## src/byte_timer_pkg.sv

```systemverilog
// Constants, register map and shared decode for the dual byte interval timer
package byte_timer_pkg;

   // Register addresses on the CPU memory map
   localparam logic [15:0] ADDR_CLOCK_SELECT = 16'hff41;  // count_clock_select
   localparam logic [15:0] ADDR_COMPARE_A    = 16'hff4a;  // compare_a
   localparam logic [15:0] ADDR_COMPARE_B    = 16'hff4b;  // compare_b
   localparam logic [15:0] ADDR_COUNTER_A    = 16'hff4c;  // counter_a, read only
   localparam logic [15:0] ADDR_COUNTER_B    = 16'hff4d;  // counter_b, read only
   localparam logic [15:0] ADDR_MODE_CONTROL = 16'hff48;  // timer_mode_control
   localparam logic [15:0] ADDR_OUT_CONTROL  = 16'hff4f;  // timer_output_control
   localparam logic [15:0] ADDR_PORT3_DIR    = 16'hff23;  // port3_direction
   localparam logic [15:0] ADDR_PORT3_DATA   = 16'hff03;  // port3 output latch / pin read

   // Reset values
   localparam logic [7:0] RESET_ZERO      = 8'h00;
   localparam logic [7:0] RESET_PORT3_DIR = 8'hff;

   // timer_mode_control bit positions
   localparam int MODE_COUNT_ENABLE_A = 0;
   localparam int MODE_COUNT_ENABLE_B = 1;
   localparam int MODE_CASCADE_SELECT = 2;

   // timer_output_control bit positions
   localparam int OUT_ENABLE_A    = 0;
   localparam int INVERT_ENABLE_A = 1;
   localparam int FF_CLEAR_A      = 2;
   localparam int FF_SET_A        = 3;
   localparam int OUT_ENABLE_B    = 4;
   localparam int INVERT_ENABLE_B = 5;
   localparam int FF_CLEAR_B      = 6;
   localparam int FF_SET_B        = 7;

   // Port 3 pins shared with the timer outputs
   localparam int PIN_TIMER_OUT_A = 1;
   localparam int PIN_TIMER_OUT_B = 2;

   // Count clock codes (4-bit field per channel)
   localparam logic [3:0] SEL_FALLING_EDGE = 4'h0;
   localparam logic [3:0] SEL_RISING_EDGE  = 4'h1;

   // Prescaler width covers the deepest division, clk/2^12
   localparam int PRESC_WIDTH = 12;

   // Mask of low prescaler bits that must all be one for a divided tick
   function automatic logic [PRESC_WIDTH-1:0] divide_mask(input logic [3:0] code);
      case (code)
         4'h6:    divide_mask = 12'h003;  // clk/2^2
         4'h7:    divide_mask = 12'h007;  // clk/2^3
         4'h8:    divide_mask = 12'h00f;  // clk/2^4
         4'h9:    divide_mask = 12'h01f;  // clk/2^5
         4'ha:    divide_mask = 12'h03f;  // clk/2^6
         4'hb:    divide_mask = 12'h07f;  // clk/2^7
         4'hc:    divide_mask = 12'h0ff;  // clk/2^8
         4'hd:    divide_mask = 12'h1ff;  // clk/2^9
         4'he:    divide_mask = 12'h3ff;  // clk/2^10
         4'hf:    divide_mask = 12'hfff;  // clk/2^12, one step skipped
         default: divide_mask = 12'h000;  // Forbidden codes never tick
      endcase
   endfunction

   // Byte or single-bit store into a register
   function automatic logic [7:0] merge_store(input logic [7:0] old, input logic [7:0] wdata,
                                              input logic bit_wr, input logic [2:0] sel,
                                              input logic val);
      merge_store = wdata;
      if (bit_wr) begin
         merge_store = old;
         merge_store[sel] = val;
      end
   endfunction

endpackage

```

## src/byte_interval_timer.sv

```systemverilog
// Two 8-bit interval timers with output control and port 3 direction
`timescale 1ns/1ps
module byte_interval_timer
   import byte_timer_pkg::*;
(
   input  wire logic        clk,
   input  wire logic        reset_n,
   input  wire logic [15:0] reg_addr,
   input  wire logic        reg_wr,
   input  wire logic [7:0]  reg_wdata,
   input  wire logic        reg_bit_wr,
   input  wire logic [2:0]  reg_bit_sel,
   input  wire logic        reg_bit_val,
   input  wire logic        reg_rd,
   output logic      [7:0]  reg_rdata,
   input  wire logic        ext_count_in_a,
   input  wire logic        ext_count_in_b,
   input  wire logic [7:0]  port3_in,
   output logic      [7:0]  port3_out,
   output logic      [7:0]  port3_oe,
   output logic             match_irq_a,
   output logic             match_irq_b
);

   // Whole module state in one record
   typedef struct packed {
      logic [PRESC_WIDTH-1:0] presc;        // Free-running prescaler
      logic [7:0]             clock_select; // Both clock fields
      logic [2:0]             mode;         // Enables and cascade
      logic                   out_enable_a;
      logic                   invert_enable_a;
      logic                   out_enable_b;
      logic                   invert_enable_b;
      logic [7:0]             port3_direction;
      logic [7:0]             port3_latch;
      logic [7:0]             compare_a;
      logic [7:0]             compare_b;
      logic [7:0]             counter_a;
      logic [7:0]             counter_b;
      logic                   output_latch_a; // Timer output flip-flop A
      logic                   output_latch_b; // Timer output flip-flop B
      logic                   irq_a;
      logic                   irq_b;
      logic [7:0]             rdata;
      logic [7:0]             pin_out;
      logic [7:0]             pin_oe;
      logic [1:0]             ext_s1;       // First sync stage, read only by ext_s2
      logic [1:0]             ext_s2;
      logic [1:0]             ext_s3;       // Previous value for edge detect
      logic [7:0]             pin_s1;       // First sync stage of port pins
      logic [7:0]             pin_s2;
   } state_type;

   state_type st;       // Registered state
   state_type next_st;  // Value for the next edge

   logic tick_a;        // Selected count clock A
   logic tick_b_src;    // Selected count clock B, separate mode
   logic cascade;       // Channels chained
   logic run_a;         // Counter A advances this cycle
   logic run_b;         // Counter B advances this cycle
   logic match_a;       // Counter A hits compare
   logic match_b;       // Counter B (or 16-bit pair) hits compare
   logic [7:0] out_wr;  // Value stored into output control
   logic out_hit;       // Store to output control

   // Clock field A picks channel A source
   count_tick_select sel_a (
      .presc     (st.presc),
      .sel       (st.clock_select[3:0]),
      .edge_now  (st.ext_s2[0]),
      .edge_prev (st.ext_s3[0]),
      .tick      (tick_a)
   );

   // Clock field B picks channel B source
   count_tick_select sel_b (
      .presc     (st.presc),
      .sel       (st.clock_select[7:4]),
      .edge_now  (st.ext_s2[1]),
      .edge_prev (st.ext_s3[1]),
      .tick      (tick_b_src)
   );

   // Counter advance and match decode
   always_comb begin
      cascade = st.mode[MODE_CASCADE_SELECT];
      // Cascaded pair runs on channel A enable alone
      run_a = tick_a & st.mode[MODE_COUNT_ENABLE_A];
      // In cascade B counts A overflow
      if (cascade) begin
         run_b = run_a && (st.counter_a == 8'hff);
      end else begin
         run_b = tick_b_src & st.mode[MODE_COUNT_ENABLE_B];
      end
      match_a = run_a && (st.counter_a == st.compare_a);
      if (cascade) begin
         match_b = match_a && (st.counter_b == st.compare_b);
      end else begin
         match_b = run_b && (st.counter_b == st.compare_b);
      end
      out_hit = (reg_wr | reg_bit_wr) && (reg_addr == ADDR_OUT_CONTROL);
      // Command bits are held at zero, so a bit store only fires its own command
      out_wr = merge_store({2'b00, st.invert_enable_b, st.out_enable_b, 2'b00,
                            st.invert_enable_a, st.out_enable_a},
                           reg_wdata, reg_bit_wr, reg_bit_sel, reg_bit_val);
   end

   // Next-state logic for registers, counters, flip-flops and pins
   always_comb begin
      next_st = st;
      next_st.presc = st.presc + 1'b1;
      // Two-flop synchronisers for asynchronous pins
      next_st.ext_s1 = {ext_count_in_b, ext_count_in_a};
      next_st.ext_s2 = st.ext_s1;
      next_st.ext_s3 = st.ext_s2;
      next_st.pin_s1 = port3_in;
      next_st.pin_s2 = st.pin_s1;

      // Register stores
      if (reg_wr && reg_addr == ADDR_CLOCK_SELECT) begin
         next_st.clock_select = reg_wdata;
      end
      // Mode control takes bit and byte stores
      if ((reg_wr | reg_bit_wr) && reg_addr == ADDR_MODE_CONTROL) begin
         next_st.mode = 3'(merge_store({5'b00000, st.mode}, reg_wdata, reg_bit_wr,
                                       reg_bit_sel, reg_bit_val));
      end
      // Channel B fields in the upper nibble
      if (out_hit) begin
         next_st.out_enable_a    = out_wr[OUT_ENABLE_A];
         next_st.invert_enable_a = out_wr[INVERT_ENABLE_A];
         next_st.out_enable_b    = out_wr[OUT_ENABLE_B];
         next_st.invert_enable_b = out_wr[INVERT_ENABLE_B];
      end
      if ((reg_wr | reg_bit_wr) && reg_addr == ADDR_PORT3_DIR) begin
         next_st.port3_direction = merge_store(st.port3_direction, reg_wdata, reg_bit_wr,
                                               reg_bit_sel, reg_bit_val);
      end
      if ((reg_wr | reg_bit_wr) && reg_addr == ADDR_PORT3_DATA) begin
         next_st.port3_latch = merge_store(st.port3_latch, reg_wdata, reg_bit_wr,
                                           reg_bit_sel, reg_bit_val);
      end
      if (reg_wr && reg_addr == ADDR_COMPARE_A) begin
         next_st.compare_a = reg_wdata;
      end
      if (reg_wr && reg_addr == ADDR_COMPARE_B) begin
         next_st.compare_b = reg_wdata;
      end

      // Match clears to zero, otherwise count on
      if (run_a) begin
         if (match_a && (!cascade || match_b)) begin
            next_st.counter_a = 8'h00;
         end else begin
            next_st.counter_a = st.counter_a + 8'h01;
         end
      end
      if (cascade && match_b) begin
         next_st.counter_b = 8'h00;
      end else if (run_b) begin
         next_st.counter_b = match_b ? 8'h00 : st.counter_b + 8'h01;
      end
      // Request pulses in the cycle after the match
      next_st.irq_a = match_a;
      next_st.irq_b = match_b;

      // Set/clear of flip-flop A wins over a toggle
      // Otherwise toggle A on match when allowed
      if (out_hit && out_wr[FF_SET_A] && !out_wr[FF_CLEAR_A]) begin
         next_st.output_latch_a = 1'b1;
      end else if (out_hit && out_wr[FF_CLEAR_A] && !out_wr[FF_SET_A]) begin
         next_st.output_latch_a = 1'b0;
      end else if (match_a && st.invert_enable_a) begin
         next_st.output_latch_a = ~st.output_latch_a;
      end
      if (out_hit && out_wr[FF_SET_B] && !out_wr[FF_CLEAR_B]) begin
         next_st.output_latch_b = 1'b1;
      end else if (out_hit && out_wr[FF_CLEAR_B] && !out_wr[FF_SET_B]) begin
         next_st.output_latch_b = 1'b0;
      end else if (match_b && st.invert_enable_b) begin
         next_st.output_latch_b = ~st.output_latch_b;
      end

      // Output enable hands the pin to the flip-flop
      next_st.pin_out = next_st.port3_latch;
      if (next_st.out_enable_a) begin
         next_st.pin_out[PIN_TIMER_OUT_A] = next_st.output_latch_a;
      end
      if (next_st.out_enable_b) begin
         next_st.pin_out[PIN_TIMER_OUT_B] = next_st.output_latch_b;
      end
      // Pin only driven once its direction bit is cleared
      next_st.pin_oe = ~next_st.port3_direction;

      // Read path, one cycle after the request
      // Command bits always read zero
      next_st.rdata = 8'h00;
      if (reg_rd) begin
         case (reg_addr)
            ADDR_CLOCK_SELECT: next_st.rdata = st.clock_select;
            ADDR_MODE_CONTROL: next_st.rdata = {5'b00000, st.mode};
            ADDR_OUT_CONTROL:  next_st.rdata = {2'b00, st.invert_enable_b, st.out_enable_b,
                                                2'b00, st.invert_enable_a, st.out_enable_a};
            ADDR_PORT3_DIR:    next_st.rdata = st.port3_direction;
            // Output pins read their latch, input pins the synchronised level
            ADDR_PORT3_DATA:   next_st.rdata = (st.port3_latch & ~st.port3_direction)
                                               | (st.pin_s2 & st.port3_direction);
            ADDR_COMPARE_A:    next_st.rdata = st.compare_a;
            ADDR_COMPARE_B:    next_st.rdata = st.compare_b;
            ADDR_COUNTER_A:    next_st.rdata = st.counter_a;
            ADDR_COUNTER_B:    next_st.rdata = st.counter_b;
            default:           next_st.rdata = 8'h00;  // Unmapped reads zero
         endcase
      end
   end

   // State register; constants only under reset
   always_ff @(posedge clk or negedge reset_n) begin
      if (!reset_n) begin
         st <= '0;
         st.mode <= 3'(RESET_ZERO);
         // All port 3 pins start as inputs
         st.port3_direction <= RESET_PORT3_DIR;
         st.port3_latch <= RESET_ZERO;
      end else begin
         st <= next_st;
      end
   end

   assign reg_rdata   = st.rdata;
   assign port3_out   = st.pin_out;
   assign port3_oe    = st.pin_oe;
   assign match_irq_a = st.irq_a;
   assign match_irq_b = st.irq_b;
endmodule // byte_interval_timer

```

## src/count_tick_select.sv

```systemverilog
// Count clock selection for one channel: prescaled clock or input edge
`timescale 1ns/1ps
module count_tick_select
   import byte_timer_pkg::*;
(
   input  wire logic [PRESC_WIDTH-1:0] presc,
   input  wire logic [3:0]             sel,
   input  wire logic                   edge_now,
   input  wire logic                   edge_prev,
   output logic                        tick
);
   logic [PRESC_WIDTH-1:0] mask;  // Low bits to test

   // One-cycle tick enable for the chosen source
   always_comb begin
      mask = divide_mask(sel);
      // Code 0 falling, 1 rising, then divisions
      case (sel)
         SEL_FALLING_EDGE: tick = edge_prev & ~edge_now;
         SEL_RISING_EDGE:  tick = ~edge_prev & edge_now;
         // Divided ticks from the prescaler mask
         // Zero mask means a forbidden code: no tick at all
         default:          tick = (mask != '0) && ((presc & mask) == mask);
      endcase
   end
endmodule // count_tick_select
```

## config.mk

```make
export PLATFORM = sky130hd
export DESIGN_NAME = byte_interval_timer
export DESIGN_NICKNAME = d
export VERILOG_FILES = /design/src/byte_timer_pkg.sv /design/src/byte_interval_timer.sv /design/src/count_tick_select.sv
export SDC_FILE = /design/constraint.sdc
export NUM_CORES = 1
export LEC_CHECK = 0
export ABC_CLOCK_PERIOD_IN_PS = 2600
export BUFFER_PORTS_ARGS = -buffer_cell sky130_fd_sc_hd__buf_2
export CORE_ASPECT_RATIO = 0.5
export CORE_MARGIN = 4
export CORE_UTILIZATION = 40
export DETAILED_ROUTE_END_ITERATION = 10
export SETUP_SLACK_MARGIN = 0.3
export SYNTH_ARGS = -nofsm -noshare
export SYNTH_HDL_FRONTEND = slang
export SYNTH_SLANG_ARGS = --single-unit
```

## constraint.sdc

```tcl
create_clock -name clk -period 2.6 [get_ports clk]
set_input_delay 0.65 -clock clk [delete_from_list [all_inputs] [get_ports clk]]
set_output_delay 0.65 -clock clk [all_outputs]
set_load 0.05 [all_outputs]
```

Word-level counts from Yosys, hierarchy flattened
Memories as Yosys holds them, arrays and structs flattened.
Cells that the tools add are included.
Storage, ports and cells
  register bits after elaboration: 125
  memories: 2
  ROM bits: 384
  output and inout port bits: 26
Memory list
  (name not given): words 16, bits a word 12, rd ports 1, clocked after memory_dff 0, wr ports 0, RTL line byte_timer_pkg.sv:47  | case (code)
  (name not given): words 16, bits a word 12, rd ports 1, clocked after memory_dff 0, wr ports 0, RTL line byte_timer_pkg.sv:47
Operators by class
  muxes and demuxes: 31
  bitwise logic cells: 20
  $add $sub $neg: 3
  equal/unequal tests: 16
  $lt $le $gt $ge: 2
  reductions and logical operators: 37
Operators by type and width (number)
  == test 16 bit, second input constant: 9
  two-way mux 8 bit: 10
  one-hot mux 8 bit (9 select lines): 1
  bitwise mux 8 bit: 4
  logical AND 1 bit: 26
  AND 12 bit: 2
  == test 12 bit: 2
  nonzero test 12 bit: 2
  adder 8 x 1 -> 8 bit, second input constant: 2
  AND 8 bit: 2
  == test 8 bit: 2
  inverter 8 bit: 2
  adder 12 x 1 -> 12 bit, second input constant: 1
  two-way mux 1 bit: 11
  == test 4 x 1 -> 1 bit, second input constant: 2
  == test 8 bit, second input constant: 1
  logical NOT 4 bit: 2
  bitwise OR 8 bit: 1
  AND 1 bit: 6
  inverter 1 bit: 6
  logical NOT 1 bit: 5
  < comparator 3 x 4 -> 1 bit, second input constant: 1
  two-way mux 4 bit: 1
  one-hot mux 1 bit (2 select lines): 2
  6 further kinds: 6

Longest topological paths before layout
An unclocked memory read counts as a cell.
  word-level depth: 15
  gate-level depth with buffers: 10

Modules after synthesis
A second synthesis with hierarchy kept.
Second synthesis, totals
  cells, all modules: 596
  area total of the unflattened synthesis: 6042.0 um^2
Modules (own cells, without submodules)
  byte_interval_timer: area each 5753.0 um^2, sequential area each 2987.9 um^2, cells each 551, times used 1
  count_tick_select at sel_b: area each 152.6 um^2, sequential area each 0.0 um^2, cells each 22, times used 1
  count_tick_select at sel_a: area each 136.4 um^2, sequential area each 0.0 um^2, cells each 23, times used 1

Least setup slack after synthesis
OpenSTA, ideal clock, no wires.
  kind: input-to-reg
  start: input reg_addr[7]
  end: register st[66] (netlist name)
  path slack: -0.031 ns
  arrival: 2.506 ns
  stages on the path: 7
  cells stage by stage: and4bb_2 > nand4_2 > or2_2 > clkbuf_1 > nor3_2 > nand2_1 > mux2_2
On the way
  word-level cells in the longest chain between the ends: 2
Ends and longest elaborated chain
  start: declaration: RTL line byte_interval_timer.sv:8  | input wire logic [15:0] reg_addr,
  == test 16 bit: RTL line byte_interval_timer.sv:147  | if (reg_wr && reg_addr == ADDR_COMPARE_B) begin
  logical AND 1 bit: RTL line byte_interval_timer.sv:147
  end signal: assignment: RTL line byte_interval_timer.sv:227  | st <= next_st;
  end: declaration: RTL line byte_interval_timer.sv:54  | state_type st;
Every way passes these cells.
A chain may end at the register's enable or synchronous reset.

Final worst setup path
  start: register st[107] (netlist name)
  end: register st[53] (netlist name)
On the way
  word-level cells in the longest chain between the ends: 13
  elaborated cells on any way between the ends: 20
  those cells by class: eq/ne (2); mux (6); bitwise (2); reduce/logical (9); memory (1)
Ends and longest elaborated chain
  memory read (16 x 12 bit)
  AND 12 bit: RTL line count_tick_select.sv:23  | default: tick = (mask != '0) && ((presc & mask) == mask);
  == test 12 bit: RTL line count_tick_select.sv:23
  logical AND 1 bit: RTL line count_tick_select.sv:23
  one-hot mux 1 bit (2 select lines) (*): RTL line count_tick_select.sv:18  | case (sel)
  AND 1 bit (*): RTL line byte_interval_timer.sv:89  | run_a = tick_a & st.mode[MODE_COUNT_ENABLE_A];
  logical AND 1 bit: RTL line byte_interval_timer.sv:92  | run_b = run_a && (st.counter_a == 8'hff);
  two-way mux 1 bit: RTL line byte_interval_timer.sv:91  | if (cascade) begin
  logical AND 1 bit: RTL line byte_interval_timer.sv:100  | match_b = run_b && (st.counter_b == st.compare_b);
  two-way mux 1 bit: RTL line byte_interval_timer.sv:97  | if (cascade) begin
  two-way mux 8 bit: RTL line byte_interval_timer.sv:162  | next_st.counter_b = match_b ? 8'h00 : st.counter_b + 8'h01;
  two-way mux 8 bit: RTL line byte_interval_timer.sv:161  | end else if (run_b) begin
  two-way mux 8 bit: RTL line byte_interval_timer.sv:159  | if (cascade && match_b) begin
Mark *: on every way between the ends. The rest lies on a longest branch, timed or not. The select of a mux whose other input is x is not followed.

==> results list <==
- The synthesized design contains 119 register bits.
- In this run, the number of DRC markers left after iteration 0 of detailed routing was 492.
- In this design, the largest share of critical-path delay is due to compound AO/OA/AOI/OAI gates.
- In this run the worst path has a maximum fanout of 6.
- Cells with a size suffix above 1 make up 34.8% of the layout.
- Worst slew margin: 50.0%
- The worst setup path is captured at a register.
* Total via count in the routed design: 5269
* Standby leakage power: 0.00369 uW
- Critical-path top delay cell: dfrtp_2
- In this run, CTS created clock tree buffers numbering 17.
- TritonRoute pass-1 iters: 7
- Entering global routing, the biggest net connects 39 pins.
- Hold-fix buffers at CTS: 0
* Fmax achieved: 411 MHz
* Async set-reset flop share out of synthesis: 100%
- Die area: 17500 um^2
* Fillcell total: 1324
- The largest total area in the synthesized netlist belongs to dfrtp_1.
- Layout Skew: 8.91 ps
- The internal portion of the total power is 3240 uW.
* Syn Area/Cell: 10.0 um^2
* R2R Setup Slk: 170 ps
- The number of antenna violations at the first check in global routing came to 1.
- Setup CP Type: register to register
- After detailed routing, the number of vias per cell comes to 5.64.
* Count of nets left with antenna violations after detail routing: 0
- The number of endpoints with negative hold slack in the final report is 0.
* Number of nets produced by synthesis: 659
- At the end of routability-driven placement, the weighted congestion stood at 1.02.
- Crit-path cells: o32a_1 -> a211o_4 -> a2111oi_4 -> buf_4 -> nor3_2 -> or3_1 -> a21oi_1
- Setup violations remaining at the end of the flow were counted as 0.
- Starting density of the core: 41.6%
- Top metal layer carrying routed signals: met4
- The number of pins exceeding their max-slew limit in the final report came to 0.
- After layout, the worst path uses 93.5% of the clock period.
- Length of routed met3 wiring: 1.84 mm
- Unique cell type count in the Yosys netlist: 68
- Across the run, the number of max-cap violations was 0.
* Layout-stage area growth over the synthesis result: 26.7%
- The Yosys step of the flow raised 0 warnings.
- In the final timing run, aggregate negative setup slack is 0 ps.
* Via count of the first global-routing pass: 5148
* Most used flip-flop cell after synthesis: dfrtp_1
- Number of sinks on the clock net: 119
- In this run the critical register-to-register path is captured at st[53].
* Critical path required time: 2940 ps
- Worst setup slack after placement: 23.6 ps
* DIE WIDTH: 183 um
* Cell Area, Synth: 6140 um^2
- Depth of the CTS H-tree: 4
* Post-Synthesis Cells: 613
- Depth of the critical timing path with buffers and inverters included: 7
- Chip height: 95.6 um
- Across the VDD grid, the largest voltage drop is 0.000413 V.
* Worst-path clk slew: 60 ps
- Floorplan Core Area: 14700 um^2
* Wire length per cell after detailed routing: 20.2 um
* Maximum buffer depth of the clock tree: 2
- Non-Filler Cell Area, Final: 7780 um^2
* Clock insertion delay at the later pin of the skew report: 420 ps
* Placement-stage cell area: 6910 um^2
* I/O pin total: 69
- Nets: 769
- Met2 routed WL: 7.80 mm
* HPWL after DPL: 13.7 mm
- Post-layout min period: 2430 ps
* Number of port buffers: 68
- Summing the sequential cell areas from Yosys gives 48.7% of the chip area.
* Gr ovfl total: 0
- Switching part of the total: 25.3%
- The worst register-to-register path begins at st[107].
* First-pass GRT wire length: 29.5 mm
- Share of power burned in combinational logic: 5.5%
- Data arrival time of the worst path: 2780 ps
- The synthesized design devotes to its leading area cell type 45.3% of total area.
* Synth area leaders: dfrtp_1, mux2_2, nand2_1
* Clock tree from TritonCTS: done
- In this run, synthesis inferred 0 flip-flops with an integrated enable.
- Including well taps, the total number of placed cells is 882.
- In this run the power density over the cells is 558 nW/um^2.
- Clock tree synthesis selected as its root buffer the cell clkbuf_16.
* Depth of the worst register-to-register path: 7
* Number of remaining DRC errors: 0
- Number of non-filler instances in the completed layout: 934
* Wire length reported by the detailed router: 18.8 mm
- Register share of total power: 43.5%
- Least setup slack across all paths after layout: 168 ps
- In the final routing, the length of wire on met1 measures 8.87 mm.
- Min-Delay Path Class: input pin to asynchronous set/reset pin
* Crit path largest cell delay: 460 ps
- Core Rows: 31
* Diodes inserted: 0
- STA classifies the critical path startpoint as a register.
* Number of buffer and inverter stages on the critical path: 1
* Total Power Consumption: 4340 uW
- In the global route stage, overall resource usage came out at 22.3%.
- At the pin with the least slew margin, the transition time is 745 ps.
- Summed over all nets, the switching power comes to 1100 uW.
- Setup repair after global routing could not meet its margin everywhere.
- The flow ran to the end, and the final reports show no timing, DRC or antenna violations.
- Portion of total power attributed to the clock network: 51.0%
## cells in the final DEF (no fill, tap or decap), types with 4 or more instances in the layout
cell / count
nor2_1: 41
nand4_1: 7
nor3_1: 9
buf_4: 67
a22oi_1: 7
dfrtp_1: 108
o21ai_0: 29
nor4_1: 7
inv_1: 22
nor2b_1: 6
or3_1: 7
and2_1: 5
mux2_2: 33
a222oi_1: 9
mux2i_1: 5
a31oi_1: 8
buf_2: 67
clkbuf_16: 17
o22ai_1: 5
nor3b_1: 4
o31ai_1: 4
a21oi_1: 32
dfstp_2: 8
clkinvlp_4: 5
nand3_1: 16
nand2b_1: 11
xnor2_1: 10
nand2_1: 65
xor2_1: 22
## cell usage after synthesis, drive strengths merged (7+ instances only)
| master | n |
|---|---|
| a21oi | 34 |
| a222oi | 9 |
| a22oi | 7 |
| a31oi | 8 |
| buf | 30 |
| clkbuf | 18 |
| dfrtp | 111 |
| dfstp | 8 |
| inv | 22 |
| mux2 | 34 |
| nand2 | 69 |
| nand2b | 11 |
| nand3 | 16 |
| nand4 | 8 |
| nor2 | 41 |
| nor3 | 12 |
| nor4 | 11 |
| o21ai | 33 |
| or3 | 7 |
| xnor2 | 11 |
| xor2 | 22 |
## repair_timing
action / 4_1_cts / 5_1_grt
pin swaps: 18 / 7
buffers inserted: 17 / 3
endpoints found under the setup margin: 19 / 20
hold endpoints to repair: 0 / 0
resized for setup: 17 / 19
## worst max path at each step
stage | start | end | slack, ps
after detailed placement | reg_addr[7] | port3_out[2] | 20
after floorplan | reg_addr[7] | st[105] | 180
final | st[107] | st[53] | 170
after global placement | reg_addr[7] | port3_out[2] | 40
after global routing | st[105] | st[53] | 110
after CTS | st[118] | st[53] | 170
## registers in the layout, summed over array words and instances (netlist names)
name / cells
cascade: 1
match_irq_a: 1
match_irq_b: 1
next_st: 12
port3_oe: 8
port3_out: 8
reg_rdata: 8
st: 80
## cells by family (layout without fill, tap and decap cells)
group	count (synthesis)	in the layout	share of synthesized area, %
and+or+nand+nor	212	212	17.8
AOI/OAI and AO/OA	136	136	15.1
DFF	119	119	48.7
buffers and inverters	70	193	5.91
muxes	40	40	7.22
xor gates and xnor gates	33	33	4.71
adders and majority gates	3	3	0.612
## worst reg2reg max path: stages (launching register included)
cell	delay, ps
dfrtp_2	460
o32a_1	400
a211o_4	370
a2111oi_4	410
buf_4	200
nor3_2	60
or3_1	350
a21oi_1	120
## area by class of cell
cell class                 count  area [um^2]  area share [%]
clock buffer                  20          457            5.87
clock inverter                12         95.1            1.22
multi-input combinational    424         2990            38.5
sequential                   119         2990            38.5
timing repair buffer         139          912            11.7
inverter                      22         82.6            1.06
tap                          198          248            3.18
## per-stage QoR
| stage | util (%) | hold slack [ps] |
|---|---|---|
| 6_report | 52.8 | 217 |
| 5_1_grt | 52.8 | 254 |
| 4_1_cts | 52.0 | 221 |
| 3_5_place_dp | 46.9 | 335 |
| 3_3_place_gp | 46.9 | 332 |
| 2_1_floorplan | - | 331 |
## per-layer routing
metal	global-route usage, %	up-vias
met4	7.25	0
met2	32.0	251
met3	6.67	27
met5	0	-
met1	32.3	2580
li1	-	2411
## power groups by stage
stage | clock network [uW] | logic [uW] | registers [uW]
floorplan | 0 | 90.5 | 1920
global route | 2340 | 264 | 1890
finish | 2210 | 239 | 1890
CTS | 2240 | 237 | 1890
detailed placement | 0 | 228 | 1920
global placement | 0 | 225 | 1920
Note: power is estimated with default switching activity, not from simulation.
